**src/core/ctu_params.svh**
```systemverilog
// constants for the charge time unit: register indices, field positions, reset values
// assumes a 16-bit register port with word indices
`ifndef CTU_PARAMS_SVH
`define CTU_PARAMS_SVH

// ----------------------------------------------------------------
// register indices
// ----------------------------------------------------------------
`define CTU_IDX_CTRL1 2'h0
`define CTU_IDX_CTRL2 2'h1
`define CTU_IDX_CURR 2'h2

// ----------------------------------------------------------------
// reset values
// ----------------------------------------------------------------
`define CTU_RST_WORD 16'h0000

// ----------------------------------------------------------------
// control register one fields
// ----------------------------------------------------------------
`define CTU_C1_EN 15
`define CTU_C1_SIDL 13
`define CTU_C1_DELAY_GENERATION_ENABLE 12
`define CTU_C1_EDGE_GATE 11
`define CTU_C1_ORDER 10
`define CTU_C1_GND 9
`define CTU_C1_TRIG 8
`define CTU_C1_MASK 16'hBF00

// ----------------------------------------------------------------
// control register two fields
// ----------------------------------------------------------------
`define CTU_C2_E1_MOD 15
`define CTU_C2_E1_POL 14
`define CTU_C2_E1_SEL_HI 13
`define CTU_C2_E1_SEL_LO 10
`define CTU_C2_E2_FLAG 9
`define CTU_C2_E1_FLAG 8
`define CTU_C2_E2_MOD 7
`define CTU_C2_E2_POL 6
`define CTU_C2_E2_SEL_HI 5
`define CTU_C2_E2_SEL_LO 2
`define CTU_C2_MASK 16'hFFFC

// ----------------------------------------------------------------
// current register fields
// ----------------------------------------------------------------
`define CTU_CI_TRIM_HI 15
`define CTU_CI_TRIM_LO 10
`define CTU_CI_RNG_HI 9
`define CTU_CI_RNG_LO 8
`define CTU_CI_MASK 16'hFF00

// ----------------------------------------------------------------
// source select codes
// ----------------------------------------------------------------
`define CTU_SEL_E2_RSVD 4'hC
`define CTU_PIN_COUNT 13

`endif

```
**src/core/ctu_pkg.sv**
```systemverilog
// types shared by the charge time unit files
// assumes ctu_params.svh is on the include path
package ctu_pkg;
    // ----------------------------------------------------------------
    // types
    // ----------------------------------------------------------------
    typedef logic [15:0] ctu_word_t;
    typedef logic [1:0] ctu_addr_t;
    typedef logic [3:0] ctu_sel_t;
    typedef logic [12:0] ctu_pins_t;
    typedef logic [2:0] ctu_trio_t;
    typedef enum logic [2:0] {
        CTU_ST_IDLE = 3'h1,
        CTU_ST_CHARGE = 3'h2,
        CTU_ST_DONE = 3'h4
    } ctu_state_t;
endpackage

```
**src/core/ctu_core.sv**
```systemverilog
// charge time unit control: registers, edge selection, flags, current source, delay pulse
// assumes sources synchronous to clk, register port with read data one cycle later
//
// Our own choices: the register addresses and the strobed register port.
`timescale 1ns/1ps
`include "ctu_params.svh"
module ctu_core (
    // clock and reset
    input wire logic clk,
    input wire logic arst_n,
    // register port
    input wire ctu_pkg::ctu_addr_t reg_addr,
    input wire ctu_pkg::ctu_word_t reg_wdata,
    input wire logic reg_wr,
    input wire logic reg_rd,
    output ctu_pkg::ctu_word_t reg_rdata,
    // device state
    input wire logic cpu_idle,
    input wire logic large_pkg,
    // edge sources
    input wire logic timer_one_evt,
    input wire logic output_compare_one,
    input wire ctu_pkg::ctu_pins_t external_edge_pin,
    input wire ctu_pkg::ctu_trio_t input_capture,
    input wire ctu_pkg::ctu_trio_t comparator_out,
    // analog control
    output logic current_source_on,
    output logic current_source_ground,
    output logic [1:0] current_range,
    output logic [5:0] current_trim,
    output logic delay_generation_enable,
    output logic trigger_out,
    output logic pulse_output_pin
);
    import ctu_pkg::*;

    ctu_word_t ctrl1_ff;
    ctu_word_t ctrl2_ff;
    ctu_word_t curr_ff;
    ctu_state_t state_ff;
    ctu_state_t nxt_state;
    logic run;
    logic gate;
    logic src1;
    logic src2;
    logic hit1;
    logic hit2;
    logic take2;
    logic wr1;
    logic wr2;
    logic wrc;

    // ----------------------------------------------------------------
    // helpers
    // ----------------------------------------------------------------
    // external pin number (1-based) to usable level, four pins need the large package
    function automatic logic pin_level(input ctu_pins_t pins, input int unsigned num,
                                       input logic big);
        logic ok;
        ok = big | ((num != 3) && (num != 7) && (num != 10) && (num != 11));
        pin_level = ok & pins[num - 1];
    endfunction

    // write strobe aimed at one register index
    function automatic logic wr_hit(input logic strobe, input ctu_addr_t addr,
                                    input ctu_addr_t idx);
        wr_hit = strobe && (addr == idx);
    endfunction

    // ----------------------------------------------------------------
    // register writes
    // ----------------------------------------------------------------
    // one write select per register
    assign wr1 = wr_hit(reg_wr, reg_addr, `CTU_IDX_CTRL1);
    assign wr2 = wr_hit(reg_wr, reg_addr, `CTU_IDX_CTRL2);
    assign wrc = wr_hit(reg_wr, reg_addr, `CTU_IDX_CURR);

    // control register one, reserved bits held at zero
    always_ff @(posedge clk or negedge arst_n) begin
        if (!arst_n) begin
            ctrl1_ff <= `CTU_RST_WORD;
        end else if (wr1) begin
            ctrl1_ff <= reg_wdata & `CTU_C1_MASK;
        end
    end

    // current control register
    always_ff @(posedge clk or negedge arst_n) begin
        if (!arst_n) begin
            curr_ff <= `CTU_RST_WORD;
        end else if (wrc) begin
            curr_ff <= reg_wdata & `CTU_CI_MASK;
        end
    end

    // control register two; hardware set of a flag wins over a software clear
    always_ff @(posedge clk or negedge arst_n) begin
        if (!arst_n) begin
            ctrl2_ff <= `CTU_RST_WORD;
        end else begin
            if (wr2) begin
                ctrl2_ff <= reg_wdata & `CTU_C2_MASK;
            end
            if (hit1) begin
                ctrl2_ff[`CTU_C2_E1_FLAG] <= 1'b1;
            end
            if (take2) begin
                ctrl2_ff[`CTU_C2_E2_FLAG] <= 1'b1;
            end
        end
    end

    // ----------------------------------------------------------------
    // register reads
    // ----------------------------------------------------------------
    always_ff @(posedge clk or negedge arst_n) begin
        if (!arst_n) begin
            reg_rdata <= `CTU_RST_WORD;
        end else if (reg_rd) begin
            case (reg_addr)
                `CTU_IDX_CTRL1: reg_rdata <= ctrl1_ff;
                `CTU_IDX_CTRL2: reg_rdata <= ctrl2_ff;
                `CTU_IDX_CURR: reg_rdata <= curr_ff;
                default: reg_rdata <= `CTU_RST_WORD;
            endcase
        end
    end

    // ----------------------------------------------------------------
    // run control and edge gating
    // ----------------------------------------------------------------
    // unit runs when enabled and not stopped by idle
    assign run = ctrl1_ff[`CTU_C1_EN]
        & ~(ctrl1_ff[`CTU_C1_SIDL] & cpu_idle);

    // edges leave the detectors only through the gate
    assign gate = run & ctrl1_ff[`CTU_C1_EDGE_GATE];

    // ----------------------------------------------------------------
    // source selection
    // ----------------------------------------------------------------
    // edge one multiplexer
    always_comb begin
        case (ctrl2_ff[`CTU_C2_E1_SEL_HI:`CTU_C2_E1_SEL_LO])
            4'h0: src1 = timer_one_evt;
            4'h1: src1 = output_compare_one;
            4'h2: src1 = pin_level(external_edge_pin, 2, large_pkg);
            4'h3: src1 = pin_level(external_edge_pin, 1, large_pkg);
            4'h4: src1 = pin_level(external_edge_pin, 3, large_pkg);
            4'h5: src1 = pin_level(external_edge_pin, 4, large_pkg);
            4'h6: src1 = pin_level(external_edge_pin, 5, large_pkg);
            4'h7: src1 = pin_level(external_edge_pin, 6, large_pkg);
            4'h8: src1 = pin_level(external_edge_pin, 7, large_pkg);
            4'h9: src1 = pin_level(external_edge_pin, 8, large_pkg);
            4'hA: src1 = input_capture[0];
            4'hB: src1 = input_capture[1];
            4'hC: src1 = input_capture[2];
            4'hD: src1 = comparator_out[0];
            4'hE: src1 = comparator_out[1];
            4'hF: src1 = comparator_out[2];
            default: src1 = 1'b0;
        endcase
    end

    // edge two multiplexer, reserved code gives no source
    always_comb begin
        case (ctrl2_ff[`CTU_C2_E2_SEL_HI:`CTU_C2_E2_SEL_LO])
            4'h0: src2 = timer_one_evt;
            4'h1: src2 = output_compare_one;
            4'h2: src2 = pin_level(external_edge_pin, 2, large_pkg);
            4'h3: src2 = pin_level(external_edge_pin, 1, large_pkg);
            4'h4: src2 = pin_level(external_edge_pin, 9, large_pkg);
            4'h5: src2 = pin_level(external_edge_pin, 10, large_pkg);
            4'h6: src2 = pin_level(external_edge_pin, 11, large_pkg);
            4'h7: src2 = pin_level(external_edge_pin, 12, large_pkg);
            4'h8: src2 = pin_level(external_edge_pin, 13, large_pkg);
            4'h9: src2 = input_capture[0];
            4'hA: src2 = input_capture[1];
            4'hB: src2 = input_capture[2];
            `CTU_SEL_E2_RSVD: src2 = 1'b0;
            4'hD: src2 = comparator_out[0];
            4'hE: src2 = comparator_out[1];
            4'hF: src2 = comparator_out[2];
            default: src2 = 1'b0;
        endcase
    end

    // ----------------------------------------------------------------
    // edge detectors
    // ----------------------------------------------------------------
    // edge one detector
    ctu_edge_det u_edge1 (
        .clk(clk),
        .arst_n(arst_n),
        .edge_mode(ctrl2_ff[`CTU_C2_E1_MOD]),
        .rise_pol(ctrl2_ff[`CTU_C2_E1_POL]),
        .gate(gate),
        .src(src1),
        .hit(hit1)
    );

    // edge two detector
    ctu_edge_det u_edge2 (
        .clk(clk),
        .arst_n(arst_n),
        .edge_mode(ctrl2_ff[`CTU_C2_E2_MOD]),
        .rise_pol(ctrl2_ff[`CTU_C2_E2_POL]),
        .gate(gate),
        .src(src2),
        .hit(hit2)
    );

    // edge two counts only after edge one when ordering is on
    assign take2 = hit2 & (~ctrl1_ff[`CTU_C1_ORDER] | ctrl2_ff[`CTU_C2_E1_FLAG]);

    // ----------------------------------------------------------------
    // current source control
    // ----------------------------------------------------------------
    // on between edge one and edge two flags, grounding overrides
    always_ff @(posedge clk or negedge arst_n) begin
        if (!arst_n) begin
            current_source_on <= 1'b0;
        end else begin
            current_source_on <= run & ctrl2_ff[`CTU_C2_E1_FLAG]
                & ~ctrl2_ff[`CTU_C2_E2_FLAG] & ~ctrl1_ff[`CTU_C1_GND];
        end
    end

    // ----------------------------------------------------------------
    // analog settings
    // ----------------------------------------------------------------
    // grounding switch follows its control bit
    always_ff @(posedge clk or negedge arst_n) begin
        if (!arst_n) begin
            current_source_ground <= 1'b0;
        end else begin
            current_source_ground <= ctrl1_ff[`CTU_C1_GND];
        end
    end

    // range select copy
    always_ff @(posedge clk or negedge arst_n) begin
        if (!arst_n) begin
            current_range <= 2'h0;
        end else begin
            current_range <= curr_ff[`CTU_CI_RNG_HI:`CTU_CI_RNG_LO];
        end
    end

    // signed trim copy, two's complement passed unchanged
    always_ff @(posedge clk or negedge arst_n) begin
        if (!arst_n) begin
            current_trim <= 6'h00;
        end else begin
            current_trim <= curr_ff[`CTU_CI_TRIM_HI:`CTU_CI_TRIM_LO];
        end
    end

    // ----------------------------------------------------------------
    // delay generation sequencer
    // ----------------------------------------------------------------
    always_comb begin
        nxt_state = state_ff;
        case (state_ff)
            CTU_ST_IDLE: begin
                if (run && ctrl1_ff[`CTU_C1_DELAY_GENERATION_ENABLE] && hit1) begin
                    nxt_state = CTU_ST_CHARGE;
                end
            end
            CTU_ST_CHARGE: begin
                if (!run || !ctrl1_ff[`CTU_C1_DELAY_GENERATION_ENABLE]) begin
                    nxt_state = CTU_ST_IDLE;
                end else if (comparator_out[1]) begin
                    nxt_state = CTU_ST_DONE;
                end
            end
            CTU_ST_DONE: begin
                nxt_state = CTU_ST_IDLE;
            end
            default: nxt_state = CTU_ST_IDLE;
        endcase
    end

    always_ff @(posedge clk or negedge arst_n) begin
        if (!arst_n) begin
            state_ff <= CTU_ST_IDLE;
        end else begin
            state_ff <= nxt_state;
        end
    end

    // ----------------------------------------------------------------
    // delay pulse output
    // ----------------------------------------------------------------
    // one-cycle pulse on the trip of the charge comparator
    always_ff @(posedge clk or negedge arst_n) begin
        if (!arst_n) begin
            pulse_output_pin <= 1'b0;
        end else begin
            pulse_output_pin <= (nxt_state == CTU_ST_DONE);
        end
    end

    // ----------------------------------------------------------------
    // trigger and mode outputs
    // ----------------------------------------------------------------
    // trigger pulse on every accepted edge while enabled
    always_ff @(posedge clk or negedge arst_n) begin
        if (!arst_n) begin
            trigger_out <= 1'b0;
        end else begin
            trigger_out <= run & ctrl1_ff[`CTU_C1_TRIG] & (hit1 | take2);
        end
    end

    // delay mode indication for the comparator path
    always_ff @(posedge clk or negedge arst_n) begin
        if (!arst_n) begin
            delay_generation_enable <= 1'b0;
        end else begin
            delay_generation_enable <= run & ctrl1_ff[`CTU_C1_DELAY_GENERATION_ENABLE];
        end
    end
endmodule

```
**src/core/ctu_edge_det.sv**
```systemverilog
// one edge channel: polarity, edge or level sensitivity, event pulse
// assumes the selected source is synchronous to clk
`timescale 1ns/1ps
module ctu_edge_det (
    // clock and reset
    input wire logic clk,
    input wire logic arst_n,
    // configuration
    input wire logic edge_mode,
    input wire logic rise_pol,
    input wire logic gate,
    // source and event
    input wire logic src,
    output logic hit
);
    import ctu_pkg::*;

    logic prev_ff;
    logic active;

    // ----------------------------------------------------------------
    // history of the active level
    // ----------------------------------------------------------------
    // polarity 1 means high / rising is active
    assign active = rise_pol ? src : ~src;

    always_ff @(posedge clk or negedge arst_n) begin
        if (!arst_n) begin
            prev_ff <= 1'b0;
        end else begin
            prev_ff <= active;
        end
    end

    // edge mode needs a transition, level mode just the level
    assign hit = gate & (edge_mode ? (active & ~prev_ff) : active);
endmodule

```
**config.mk**
```make
export PLATFORM = sky130hd
export DESIGN_NAME = ctu_core
export DESIGN_NICKNAME = d
export VERILOG_FILES = /design/src/core/ctu_pkg.sv /design/src/core/ctu_core.sv /design/src/core/ctu_edge_det.sv
export VERILOG_INCLUDE_DIRS = /design/src /design/src/core
export SDC_FILE = /design/constraint.sdc
export NUM_CORES = 1
export LEC_CHECK = 0
export ABC_AREA = 1
export BUFFER_PORTS_ARGS = -buffer_cell sky130_fd_sc_hd__buf_2
export CELL_PAD_IN_SITES_DETAIL_PLACEMENT = 1
export CELL_PAD_IN_SITES_GLOBAL_PLACEMENT = 1
export CORE_MARGIN = 2
export CORE_UTILIZATION = 38
export DETAILED_ROUTE_END_ITERATION = 16
export GPL_TIMING_DRIVEN = 0
export PLACE_DENSITY_LB_ADDON = 0.1
export SYNTH_ARGS = -nofsm -noshare
export SYNTH_HDL_FRONTEND = slang
export SYNTH_HIERARCHICAL = 1
export SYNTH_SLANG_ARGS = --single-unit
export TNS_END_PERCENT = 5
```
**constraint.sdc**
```tcl
create_clock -name clk -period 2.4 [get_ports clk]
set_clock_uncertainty 0.1 [all_clocks]
set_input_delay 0.24 -clock clk [delete_from_list [all_inputs] [get_ports clk]]
set_output_delay 0.24 -clock clk [all_outputs]
set_load 0.05 [all_outputs]
```
==> summary.md, run 1 <==
| Metric | Value |
|---|---|
| GRT overflow | 0 |
| R2R Path Start | ctrl2_ff[10] |
| Post-route ant nets | 0 |
| Worst Path Arrival | 2.30 ns |
| Final Max Tran Viols | 0 |
| Min-delay worst type | in -> reg |
| Pre-CTS WS | 0.0754 ns |
| Fill cells | 903 |
| Number of antenna diodes | 0 |
| Min Tclk post-route | 2.19 ns |
| Syn_area_per_cell | 8.34 µm² |
| Final Power | 3.06 mW |
| Reg2Reg Setup Slack | 0.21 ns |
| Reg power frac | 0.429 |
| Transition time at the pin with the least slew margin | 0.772 ns |
| Final RePlAce weighted congestion | 0.800 |
| Worst Setup Path Type | reg -> reg |
| Drt total wl | 7830 µm |
| CTS tree | yes |
| Max_slew headroom | 0.485 |
| Flops & latches, synth | 61 |
| Port Buffers | 68 |
| Post-synthesis sequential area ratio | 0.547 |
| Clock Path Buffers | 2 |
| Crit end category | register |
| TritonCTS Sinks | 61 |
| Initial core utilization | 0.389 |
| Setup TNS Final | 0 ns |
| DP Area | 3260 µm² |
| Post-synth top area cell | dfrtp_1 |
| Vias in the first global route | 2585 |
| Pwr Density | 863 nW/µm² |
| Unrepaired setup endpoints after global routing | false |
| Antenna violations before repair | 0 |
| H-tree levels | 3 |
| Critical path capture point | state_ff[2] |
| VDD IR max | 0.402 mV |
| Core Rows | 31 |
| # IOs | 74 |
| Final cell count without fillers | 521 |
| Cell area after synthesis | 2790 µm² |
| Nets | 462 |
| Period utilization | 0.911 |
| FF-to-FF path depth | 16 |
| Starting DRT DRC Count | 69 |
| Hold depth | 3 |
| Die footprint | 8050 µm² |
| Share of cells above drive strength 1 | 0.313 |
| Maximum number of pins on one net before global-route repair | 62 |
| Final setup violation count | 0 |
| Max Cap Viol | 0 |
| Clock Power Share | 0.322 |
| DR WL/cell | 15.0 µm |
| Total Routing Usage GR | 0.207 |
| FMAX | 457 MHz |
| Clock transition at path regs | 0.07 ns |
| DIE WIDTH | 89.7 µm |
| Total CTS buffers | 9 |
| RR Endpoint | state_ff[2] |
| Top post-synthesis cells by area | dfrtp_1 54%, nand2_1 16%, o21ai_1 5.9%, nand3_1 4.1%, inv_1 3.0% |
| DR pass1 iterations | 4 |
| Leak pwr | 1.86 nW |
| Root Buffer | clkbuf_8 |
| First-pass GRT wire length | 13100 µm |
| Chip height | 89.7 µm |
| Register area | 1530 µm² |
| Post-CTS Setup Inserts | 0 |
| Via density | 4.78 |
| Sw Ratio | 0.350 |
| Cell area after layout | 3540 µm² |
| Crit Path Max Fanout | 6 |
| DP Cell Count | 503 |
| Crit start category | register |
| Area of the multi-input gates | 1100 µm² |
| Setup ws final | 0.213 ns |
| Pint | 1.99 mW |
| Vias | 2491 |
| Synth top area share | 0.537 |
| Critical path's slowest cell | dfrtp_2 |
| Core Area | 7180 µm² |
| Hpwl dp | 5740 µm |
| Synth Warn # | 6 |
| Switching Power | 1.07 mW |
| Clk_lat worst skew | 0.34 ns |
| CP max stage delay | 0.49 ns |
| Cell variety after synth | 30 |
| Area growth from synthesis to layout | 26.8% |
| Combinational power share | 0.249 |
| Status | completed |
| Req. time, crit path | 2.52 ns |
| CP Launch Point | ctrl2_ff[10] |
| Remaining DRCs | 0 |
| Final Hold Viols | 0 |
| Post-Synthesis Cells | 335 |
| Crit-path cells | nand2_1 > inv_2 > nand2_1 > nand2_1 > nor2_1 > nor2_1 > nor2_1 > nand3_1 > nand2_1 > nand2_2 > nor2_4 > inv_2 > nor3_4 > inv_1 > a21oi_4 > nor2_1 |
flip-flops by register name (all words and copies together), names as in the netlist:
signal,cells
ctrl1_ff,7
pulse_output_pin,1
ctrl2_ff,14
reg_rdata,14
trigger_out,1
u_edge1/prev_ff,1
current_range,2
current_trim,6
u_edge2/prev_ff,1
current_source_ground,1
current_source_on,1
state_ff,3
curr_ff,8
delay_generation_enable,1
timing repair:
action / CTS / global route
hold endpoints to repair: 1 / 60
resized for setup: 0 / 13
endpoints found under the setup margin: 0 / 3
hold buffers: 1 / 1
critical path: cells and delay by family, from the launching register on:
family / cells / cell delay [ns]
compound gates: 1 / 0.15
flops: 1 / 0.49
buf+inv: 3 / 0.23
simple gates: 12 / 1.11
how the worst min path moves through the flow:
stage	startpoint	endpoint	slack (ns)
2_1_floorplan	arst_n	ctrl1_ff[10]	-0.16
3_3_place_gp	curr_ff[11]	current_trim[1]	0.28
3_5_place_dp	curr_ff[9]	current_range[1]	0.30
4_1_cts	reg_wdata[5]	ctrl2_ff[5]	0.003
5_1_grt	reg_wdata[6]	ctrl2_ff[6]	0.009
6_report	reg_wdata[6]	ctrl2_ff[6]	0.01
layer usage:
layer	vias to the layer above	wire, µm	track usage
met5	-	0	0
met4	0	121	0.0769
met1	1205	3590	0.264
li1	1229	-	-
met2	46	3910	0.353
met3	11	208	0.0386
metrics by stage:
step	hold slack, ns	util
after detailed placement	0.295	0.455
after global placement	0.284	0.455
final	0.0143	0.494
after CTS	0.00310	0.485
after floorplan	-0.156	-
after global routing	0.00876	0.494
layout make-up:
type / instances / area share
Buffer: 9 / 0.0194
Multi-Input combinational cell: 230 / 0.312
Sequential cell: 61 / 0.433
Clock inverter: 5 / 0.0212
Clock buffer: 11 / 0.0371
Tap cell: 99 / 0.0350
Inverter: 36 / 0.0403
Timing Repair Buffer: 70 / 0.102
placed cells by master (no fill, tap or decap), types with 2 or more instances in the layout:
cell / synthesis / routed
inv_1: 22 / 22
nand2_2: 6 / 6
o21ai_0: 2 / 2
nor2_2: 6 / 4
conb_1: 1 / 2
inv_4: 2 / 3
nand2_1: 118 / 118
dfrtp_1: 60 / 56
clkbuf_8: 0 / 9
nand3_1: 23 / 23
nor2_4: 1 / 4
a21oi_1: 6 / 6
nor2_1: 16 / 15
o21ai_1: 33 / 33
clkbuf_1: 0 / 2
o211ai_2: 2 / 2
o31ai_1: 3 / 3
buf_4: 2 / 3
clkinv_2: 0 / 3
nand4_1: 2 / 2
buf_6: 3 / 3
dlygate4sd3_1: 0 / 2
buf_2: 4 / 71
inv_2: 12 / 11
bufinv_16: 0 / 2
dfrtp_2: 0 / 4
cells by family (layout without fill, tap and decap cells):
kind of cell,Yosys count,after routing,synth area share
AO/OA/AOI/OAI,49,49,0.0990
other,1,2,0.00134
buffers and inverters,45,131,0.0748
multiplexers,1,1,0.00537
flip-flops,61,61,0.547
AND/OR/NAND/NOR,178,178,0.273
Yosys cell counts:
| cell type | count |
|---|---|
| buf_4 | 2 |
| nand2_1 | 118 |
| a31oi_1 | 1 |
| buf_6 | 3 |
| nor2_2 | 6 |
| dfstp_2 | 1 |
| o31ai_1 | 3 |
| nand2_2 | 6 |
| conb_1 | 1 |
| inv_1 | 22 |
| o21ai_1 | 33 |
| nand3_1 | 23 |
| o21ai_2 | 1 |
| mux2_4 | 1 |
| nand2_4 | 1 |
| inv_4 | 2 |
| buf_2 | 4 |
| nor3_1 | 2 |
| nor3b_1 | 1 |
| o21ai_0 | 2 |
| dfrtp_1 | 60 |
| inv_2 | 12 |
| nor3_2 | 1 |
| a21oi_1 | 6 |
| nand4_1 | 2 |
| a21oi_2 | 1 |
| nor2_4 | 1 |
| nor2_1 | 16 |
| o211ai_2 | 2 |
| nor4_1 | 1 |
power groups by stage:
stage | logic (mW) | registers [mW] | clock network (mW)
5_1_grt | 0.842 | 1.33 | 1.06
6_report | 0.760 | 1.31 | 0.985
3_5_place_dp | 0.749 | 1.32 | 0
4_1_cts | 0.754 | 1.31 | 1.01
2_1_floorplan | 0.329 | 1.49 | 0
3_3_place_gp | 0.729 | 1.31 | 0
No activity file was read; power rests on OpenSTA's default activity.
==> run 2: changes to the inputs <==
CELL_PAD_IN_SITES_DETAIL_PLACEMENT = 2   (was 1)
CELL_PAD_IN_SITES_GLOBAL_PLACEMENT = 2   (was 1)
CORE_UTILIZATION = 30   (was 38)
==> run 2 against run 1 <==
Global-route usage down 1.8 points. Maximum frequency up 0.52%. Core utilization down 11 points. Non-clock buffer count up 4. Highest routed layer unchanged. Combinational power up 2%. Count of clock-buffer cells in the layout up 4.
==> summary.md, run 2 (same netlist as run 1, synthesis figures left out) <==
| Metric | Value |
|---|---|
| Unrepaired setup endpoints after global routing | false |
| Clock transition at path regs | 0.07 ns (about the same) |
| Min Tclk post-route | 2.18 ns (-0.0113 ns) |
| Most common cell after layout, fill and taps aside | nand2_1 |
| Hold depth | 3 (unchanged) |
| R2R Path Start | ctrl2_ff[13] |
| Root Buffer | clkbuf_8 |
| Post-route ant nets | 0 (unchanged) |
| Port Buffers | 68 (unchanged) |
| Crit end category | register |
| Critical path capture point | pulse_output_pin |
| Core Rows | 35 (+13%) |
| CTS tree | yes |
| H-tree levels | 3 (unchanged) |
| Final RePlAce weighted congestion | 0.752 (-6.0%) |
| Maximum number of pins on one net before global-route repair | 62 (unchanged) |
| Final Power | 2.94 mW (-4.0%) |
| Share of cells above drive strength 1 | 0.308 (-0.00528) |
| Vias in the first global route | 2701 (+4.5%) |
| Clock Path Buffers | 2 (unchanged) |
| Crit Path Max Fanout | 6 (unchanged) |
| Top Registers | ctrl2_ff x14, reg_rdata x14, curr_ff x8 |
| RR Endpoint | pulse_output_pin |
| Nets | 466 (+0.87%) |
| Status | completed |
| Cell area after layout | 3540 µm² (unchanged) |
| Starting DRT DRC Count | 62 (-10%) |
| Layout Utilization | 0.387 (-0.107) |
| Final Max Tran Viols | 0 (unchanged) |
| First-pass GRT wire length | 14500 µm (+10%) |
| Leak pwr | 1.87 nW (about the same) |
| Die footprint | 10100 µm² (+25%) |
| Core Area | 9150 µm² (+28%) |
| Worst Path Arrival | 2.30 ns (about the same) |
| Crit start category | register |
| Chip height | 101 µm (+12%) |
| FF-to-FF path depth | 15 (-1) |
| GRT overflow | 0 (unchanged) |
| Area growth from synthesis to layout | 26.8% (unchanged) |
| Via density | 4.69 (-1.9%) |
| Antenna violations before repair | 0 (unchanged) |
| Pwr Density | 829 nW/µm² (-4.0%) |
| Clk_lat worst skew | 0.35 ns (about the same) |
| Transition time at the pin with the least slew margin | 0.792 ns (+0.0200 ns) |
| Min-delay worst type | in -> reg |
| DIE WIDTH | 101 µm (+12%) |
| Number of antenna diodes | 0 (unchanged) |
| Fill cells | 1069 (+18%) |
| Reg2Reg Setup Slack | 0.22 ns (about the same) |
| DR WL/cell | 16.0 µm (+6.6%) |
| Initial core utilization | 0.305 (-0.0841) |
| Pre-CTS WS | 0.120 ns (+0.0447 ns) |
| Worst Setup Path Type | reg -> reg |
| Setup TNS Final | 0 ns (unchanged) |
| DP Area | 3280 µm² (+0.54%) |
| Max_slew headroom | 0.472 (-0.0133) |
| Total Routing Usage GR | 0.189 (-0.0179) |
| Vias | 2520 (+1.2%) |
| Commonest cells after routing, fill and taps aside | 118 x nand2_1, 71 x buf_2, 56 x dfrtp_1 |
| # IOs | 74 (unchanged) |
| Setup ws final | 0.225 ns (+0.0113 ns) |
| Total CTS buffers | 9 (unchanged) |
| Req. time, crit path | 2.53 ns (about the same) |
| FMAX | 460 MHz (+0.52%) |
| Final setup violation count | 0 (unchanged) |
| Period utilization | 0.906 (-0.00473) |
| Remaining DRCs | 0 (unchanged) |
| DR pass1 iterations | 4 (unchanged) |
| Hpwl dp | 6460 µm (+12%) |
| Final Hold Viols | 0 (unchanged) |
| TritonCTS Sinks | 61 (unchanged) |
| CP Launch Point | ctrl2_ff[13] |
| Drt total wl | 8600 µm (+9.9%) |
| VDD IR max | 0.396 mV (-1.4%) |
| Max Cap Viol | 0 (unchanged) |
-- run 2: how the worst min path moves through the flow --
stage | to | slack [ns] | start
finish | ctrl2_ff[4] | 0.01 | reg_wdata[4]
global placement | current_trim[2] | 0.29 | curr_ff[12]
detailed placement | ctrl2_ff[3] | 0.28 | arst_n
CTS | ctrl2_ff[4] | 0.001 | reg_wdata[4]
floorplan | ctrl1_ff[10] | -0.16 | arst_n
global route | ctrl2_ff[2] | 0.03 | reg_wdata[2]
-- run 2: routing by layer --
layer | vias to the layer above | wire length (µm) | track usage
met1 | 1242 | 4110 | 0.255
met3 | 6 | 279 | 0.0368
li1 | 1231 | - | -
met5 | - | 0 | 0
met4 | 0 | 89 | 0.0632
met2 | 41 | 4120 | 0.307
-- run 2: layout make-up --
| cell class | count | area, µm² | share of cell area |
|---|---|---|---|
| Sequential cell | 61 | 1530 | 0.433 |
| Multi-Input combinational cell | 230 | 1080 | 0.305 |
| Timing Repair Buffer | 74 | 400 | 0.113 |
| Clock buffer | 15 | 176 | 0.0498 |
| Inverter | 36 | 140 | 0.0396 |
| Tap cell | 111 | 139 | 0.0392 |
| Buffer | 9 | 68.8 | 0.0194 |
| Clock inverter | 1 | 5.00 | 0.00141 |
-- run 2: power breakdown --
| group | switching [mW] | internal [mW] |
|---|---|---|
| registers | 0.121 | 1.19 |
| clock network | 0.397 | 0.460 |
| logic | 0.546 | 0.226 |
-- run 2: critical path: stages (launching register included) --
cell	delay (ns)
dfrtp_2	0.43
inv_2	0.07
nor2_1	0.21
nand3_1	0.12
nand4_1	0.11
nor2_1	0.05
nand3_1	0.09
inv_1	0.05
nand2_1	0.06
nand2_2	0.07
nor2_4	0.10
inv_2	0.06
nor3_4	0.18
o21ai_2	0.11
a21oi_2	0.18
nor2_1	0.06
-- run 2: what timing repair did --
item | 4_1_cts | 5_1_grt
gates resized for setup | 0 | 8
setup buffers | 0 | 1
hold buffers | 5 | 0
endpoints found under the setup margin | 0 | 3
hold endpoints to repair | 64 | 0
-- run 2: through the flow --
step,hold slack [ns],instances
finish,0.0147,537
global route,0.0252,537
CTS,0.00106,536
detailed placement,0.277,515
global placement,0.292,515
floorplan,-0.156,336
==> run 3: changes to the inputs <==
GPL_TIMING_DRIVEN = unset   (was 0)
==> run 3 against run 2 <==
Flip-flop and latch count unchanged. Sequential share of layout area increased by 1.6 points. Cell area decreased by 3.5%. Critical endpoint unchanged. Worst hold slack got worse by 0.0046 ns. Non-clock buffer count decreased by 12.
==> summary.md, run 3 (same netlist as run 1, synthesis figures left out) <==
| Metric | Value |
|---|---|
| Final Max Tran Viols | 0 (unchanged) |
| Hpwl dp | 6460 µm (about the same) |
| DR WL/cell | 16.1 µm (+0.80%) |
| Largest delay share family, worst path | simple AND/OR/NAND/NOR gates |
| Crit end category | register |
| Max Cap Viol | 0 (unchanged) |
| Most common cell after layout, fill and taps aside | nand2_1 |
| CTS tree | yes |
| Period utilization | 0.915 (+0.00832) |
| Crit-path cells | inv_2 > nor2_2 > nand3_1 > nand2_1 > nor3_1 > nand3_1 > nand2_1 > nand2_2 > nor2_2 > inv_2 > nor3_2 > inv_1 > a21oi_2 > nor2_1 |
| Core Area | 9150 µm² (unchanged) |
| VDD IR max | 0.357 mV (-10%) |
| Die footprint | 10100 µm² (unchanged) |
| GRT overflow | 0 (unchanged) |
| Cell area after layout | 3420 µm² (-3.5%) |
| Maximum number of pins on one net before global-route repair | 37 (-40%) |
| Total Routing Usage GR | 0.184 (-0.00570) |
| DIE WIDTH | 101 µm (unchanged) |
| Final RePlAce weighted congestion | 0.793 (+5.5%) |
| Total CTS buffers | 9 (unchanged) |
| Min-delay worst type | in -> reg |
| # IOs | 74 (unchanged) |
| RR Endpoint | pulse_output_pin |
| Root Buffer | clkbuf_8 |
| DP Cell Count | 508 (-1.4%) |
| Post-route ant nets | 0 (unchanged) |
| Pwr Density | 837 nW/µm² (+1.1%) |
| Antenna violations before repair | 0 (unchanged) |
| Req. time, crit path | 2.53 ns (about the same) |
| Final Hold Viols | 0 (unchanged) |
| TritonCTS Sinks | 61 (unchanged) |
| DR pass1 iterations | 4 (unchanged) |
| Starting DRT DRC Count | 72 (+16%) |
| Vias | 2490 (-1.2%) |
| Pre-CTS WS | 0.125 ns (+0.00514 ns) |
| Vias in the first global route | 2695 (-0.22%) |
| Hold Crit Start | reg_wdata[6] |
| R2R Path Start | ctrl2_ff[11] |
| Crit Path Max Fanout | 5 (-1) |
| DP Area | 3230 µm² (-1.4%) |
| Critical path's slowest cell | dfrtp_2 |
| Status | completed |
| Final Power | 2.86 mW (-2.4%) |
| Via density | 4.75 (+1.3%) |
| Area growth from synthesis to layout | 22.4% |
| Layout Utilization | 0.374 (-0.0134) |
| Drt total wl | 8460 µm (-1.6%) |
| Commonest cells after routing, fill and taps aside | 118 x nand2_1, 69 x buf_2, 56 x dfrtp_1 |
| FF-to-FF path depth | 14 (-1) |
| Port Buffers | 69 (+1.5%) |
| Final setup violation count | 0 (unchanged) |
| Worst Path Arrival | 2.32 ns (+0.02 ns) |
| CP max stage delay | 0.44 ns (about the same) |
| Clock Path Buffers | 2 (unchanged) |
| H-tree levels | 3 (unchanged) |
| Transition time at the pin with the least slew margin | 0.625 ns (-0.167 ns) |
| WHS | 0.0101 ns (-0.00455 ns) |
| FMAX | 455 MHz (-0.91%) |
| Setup TNS Final | 0 ns (unchanged) |
| Share of cells above drive strength 1 | 0.303 (-0.00485) |
| Nets | 454 (-2.6%) |
| Number of antenna diodes | 0 (unchanged) |
| Hold depth | 3 (unchanged) |
| Reg2Reg Setup Slack | 0.20 ns (-0.02 ns) |
| Core Rows | 35 (unchanged) |
| Clk_lat worst skew | 0.34 ns (about the same) |
| Initial core utilization | 0.305 (unchanged) |
| Top Registers | ctrl2_ff x14, reg_rdata x14, curr_ff x8 |
| Remaining DRCs | 0 (unchanged) |
| Min Tclk post-route | 2.20 ns (+0.0200 ns) |
| Clock transition at path regs | 0.07 ns (about the same) |
| Setup ws final | 0.205 ns (-0.0200 ns) |
| Leak pwr | 1.80 nW (-3.5%) |
| First-pass GRT wire length | 14000 µm (-2.9%) |
| Max_slew headroom | 0.583 (+0.112) |
| Unrepaired setup endpoints after global routing | false |
| Crit start category | register |
| Chip height | 101 µm (unchanged) |
| CP bufs+invs | 3 (unchanged) |
| Post-CTS Setup Inserts | 0 (unchanged) |
| Final cell count without fillers | 524 (-2.4%) |
| Worst Setup Path Type | reg -> reg |
| Hold Crit Endpoint | ctrl2_ff[6] |
| Critical path depth in cells | 14 (-1) |
-- run 3: cell types whose count changed in the layout (fill, tap and decap cells not counted), sizes merged --
cell,delta
clkinv,+1
clkbuf,-4
buf,-8
clkinvlp,+2
dlygate4sd3,-4
-- run 3: final cells by class --
cell class              count  area (µm²)
clock inverters             4        25.0
repair buffers             71         375
flip-flops and latches     61        1530
well taps                 111         139
fillers                  1089        5730
multi-input cells         230        1070
clock buffers              11         141
inverters                  36         140
-- run 3: worst max path at each step --
stage / from / endpoint / slack, ns
5_1_grt: ctrl2_ff[10] / state_ff[2] / 0.00008
3_3_place_gp: ctrl2_ff[10] / pulse_output_pin / 0.21
4_1_cts: ctrl2_ff[10] / pulse_output_pin / 0.11
6_report: ctrl2_ff[11] / pulse_output_pin / 0.20
2_1_floorplan: ctrl2_ff[10] / pulse_output_pin / 0.49
3_5_place_dp: ctrl2_ff[10] / pulse_output_pin / 0.13
-- run 3: worst min-delay path: stages --
cell and delay [ns]:
buf_2 0.09, nand2_1 0.05, nand2_1 0.05
-- run 3: timing repair --
action | CTS | global route
hold buffers | 1 | 0
gates resized for setup | 0 | 6
endpoints found under the hold margin | 24 | 0
setup endpoints to repair | 0 | 2
-- run 3: per-layer routing --
| metal | GRT usage | share of wire | vias up |
|---|---|---|---|
| met5 | 0 | 0 | - |
| met4 | 0.0569 | 0.012 | 0 |
| met3 | 0.0340 | 0.038 | 9 |
| met2 | 0.317 | 0.50 | 49 |
| met1 | 0.234 | 0.45 | 1224 |
| li1 | - | - | 1208 |
-- run 3: power by group --
group / internal, mW / total [mW] / switching, mW / leakage (nW)
combinational: 0.211 / 0.750 / 0.539 / 0.950
sequential: 1.19 / 1.31 / 0.121 / 0.768
clock: 0.393 / 0.807 / 0.414 / 0.0812
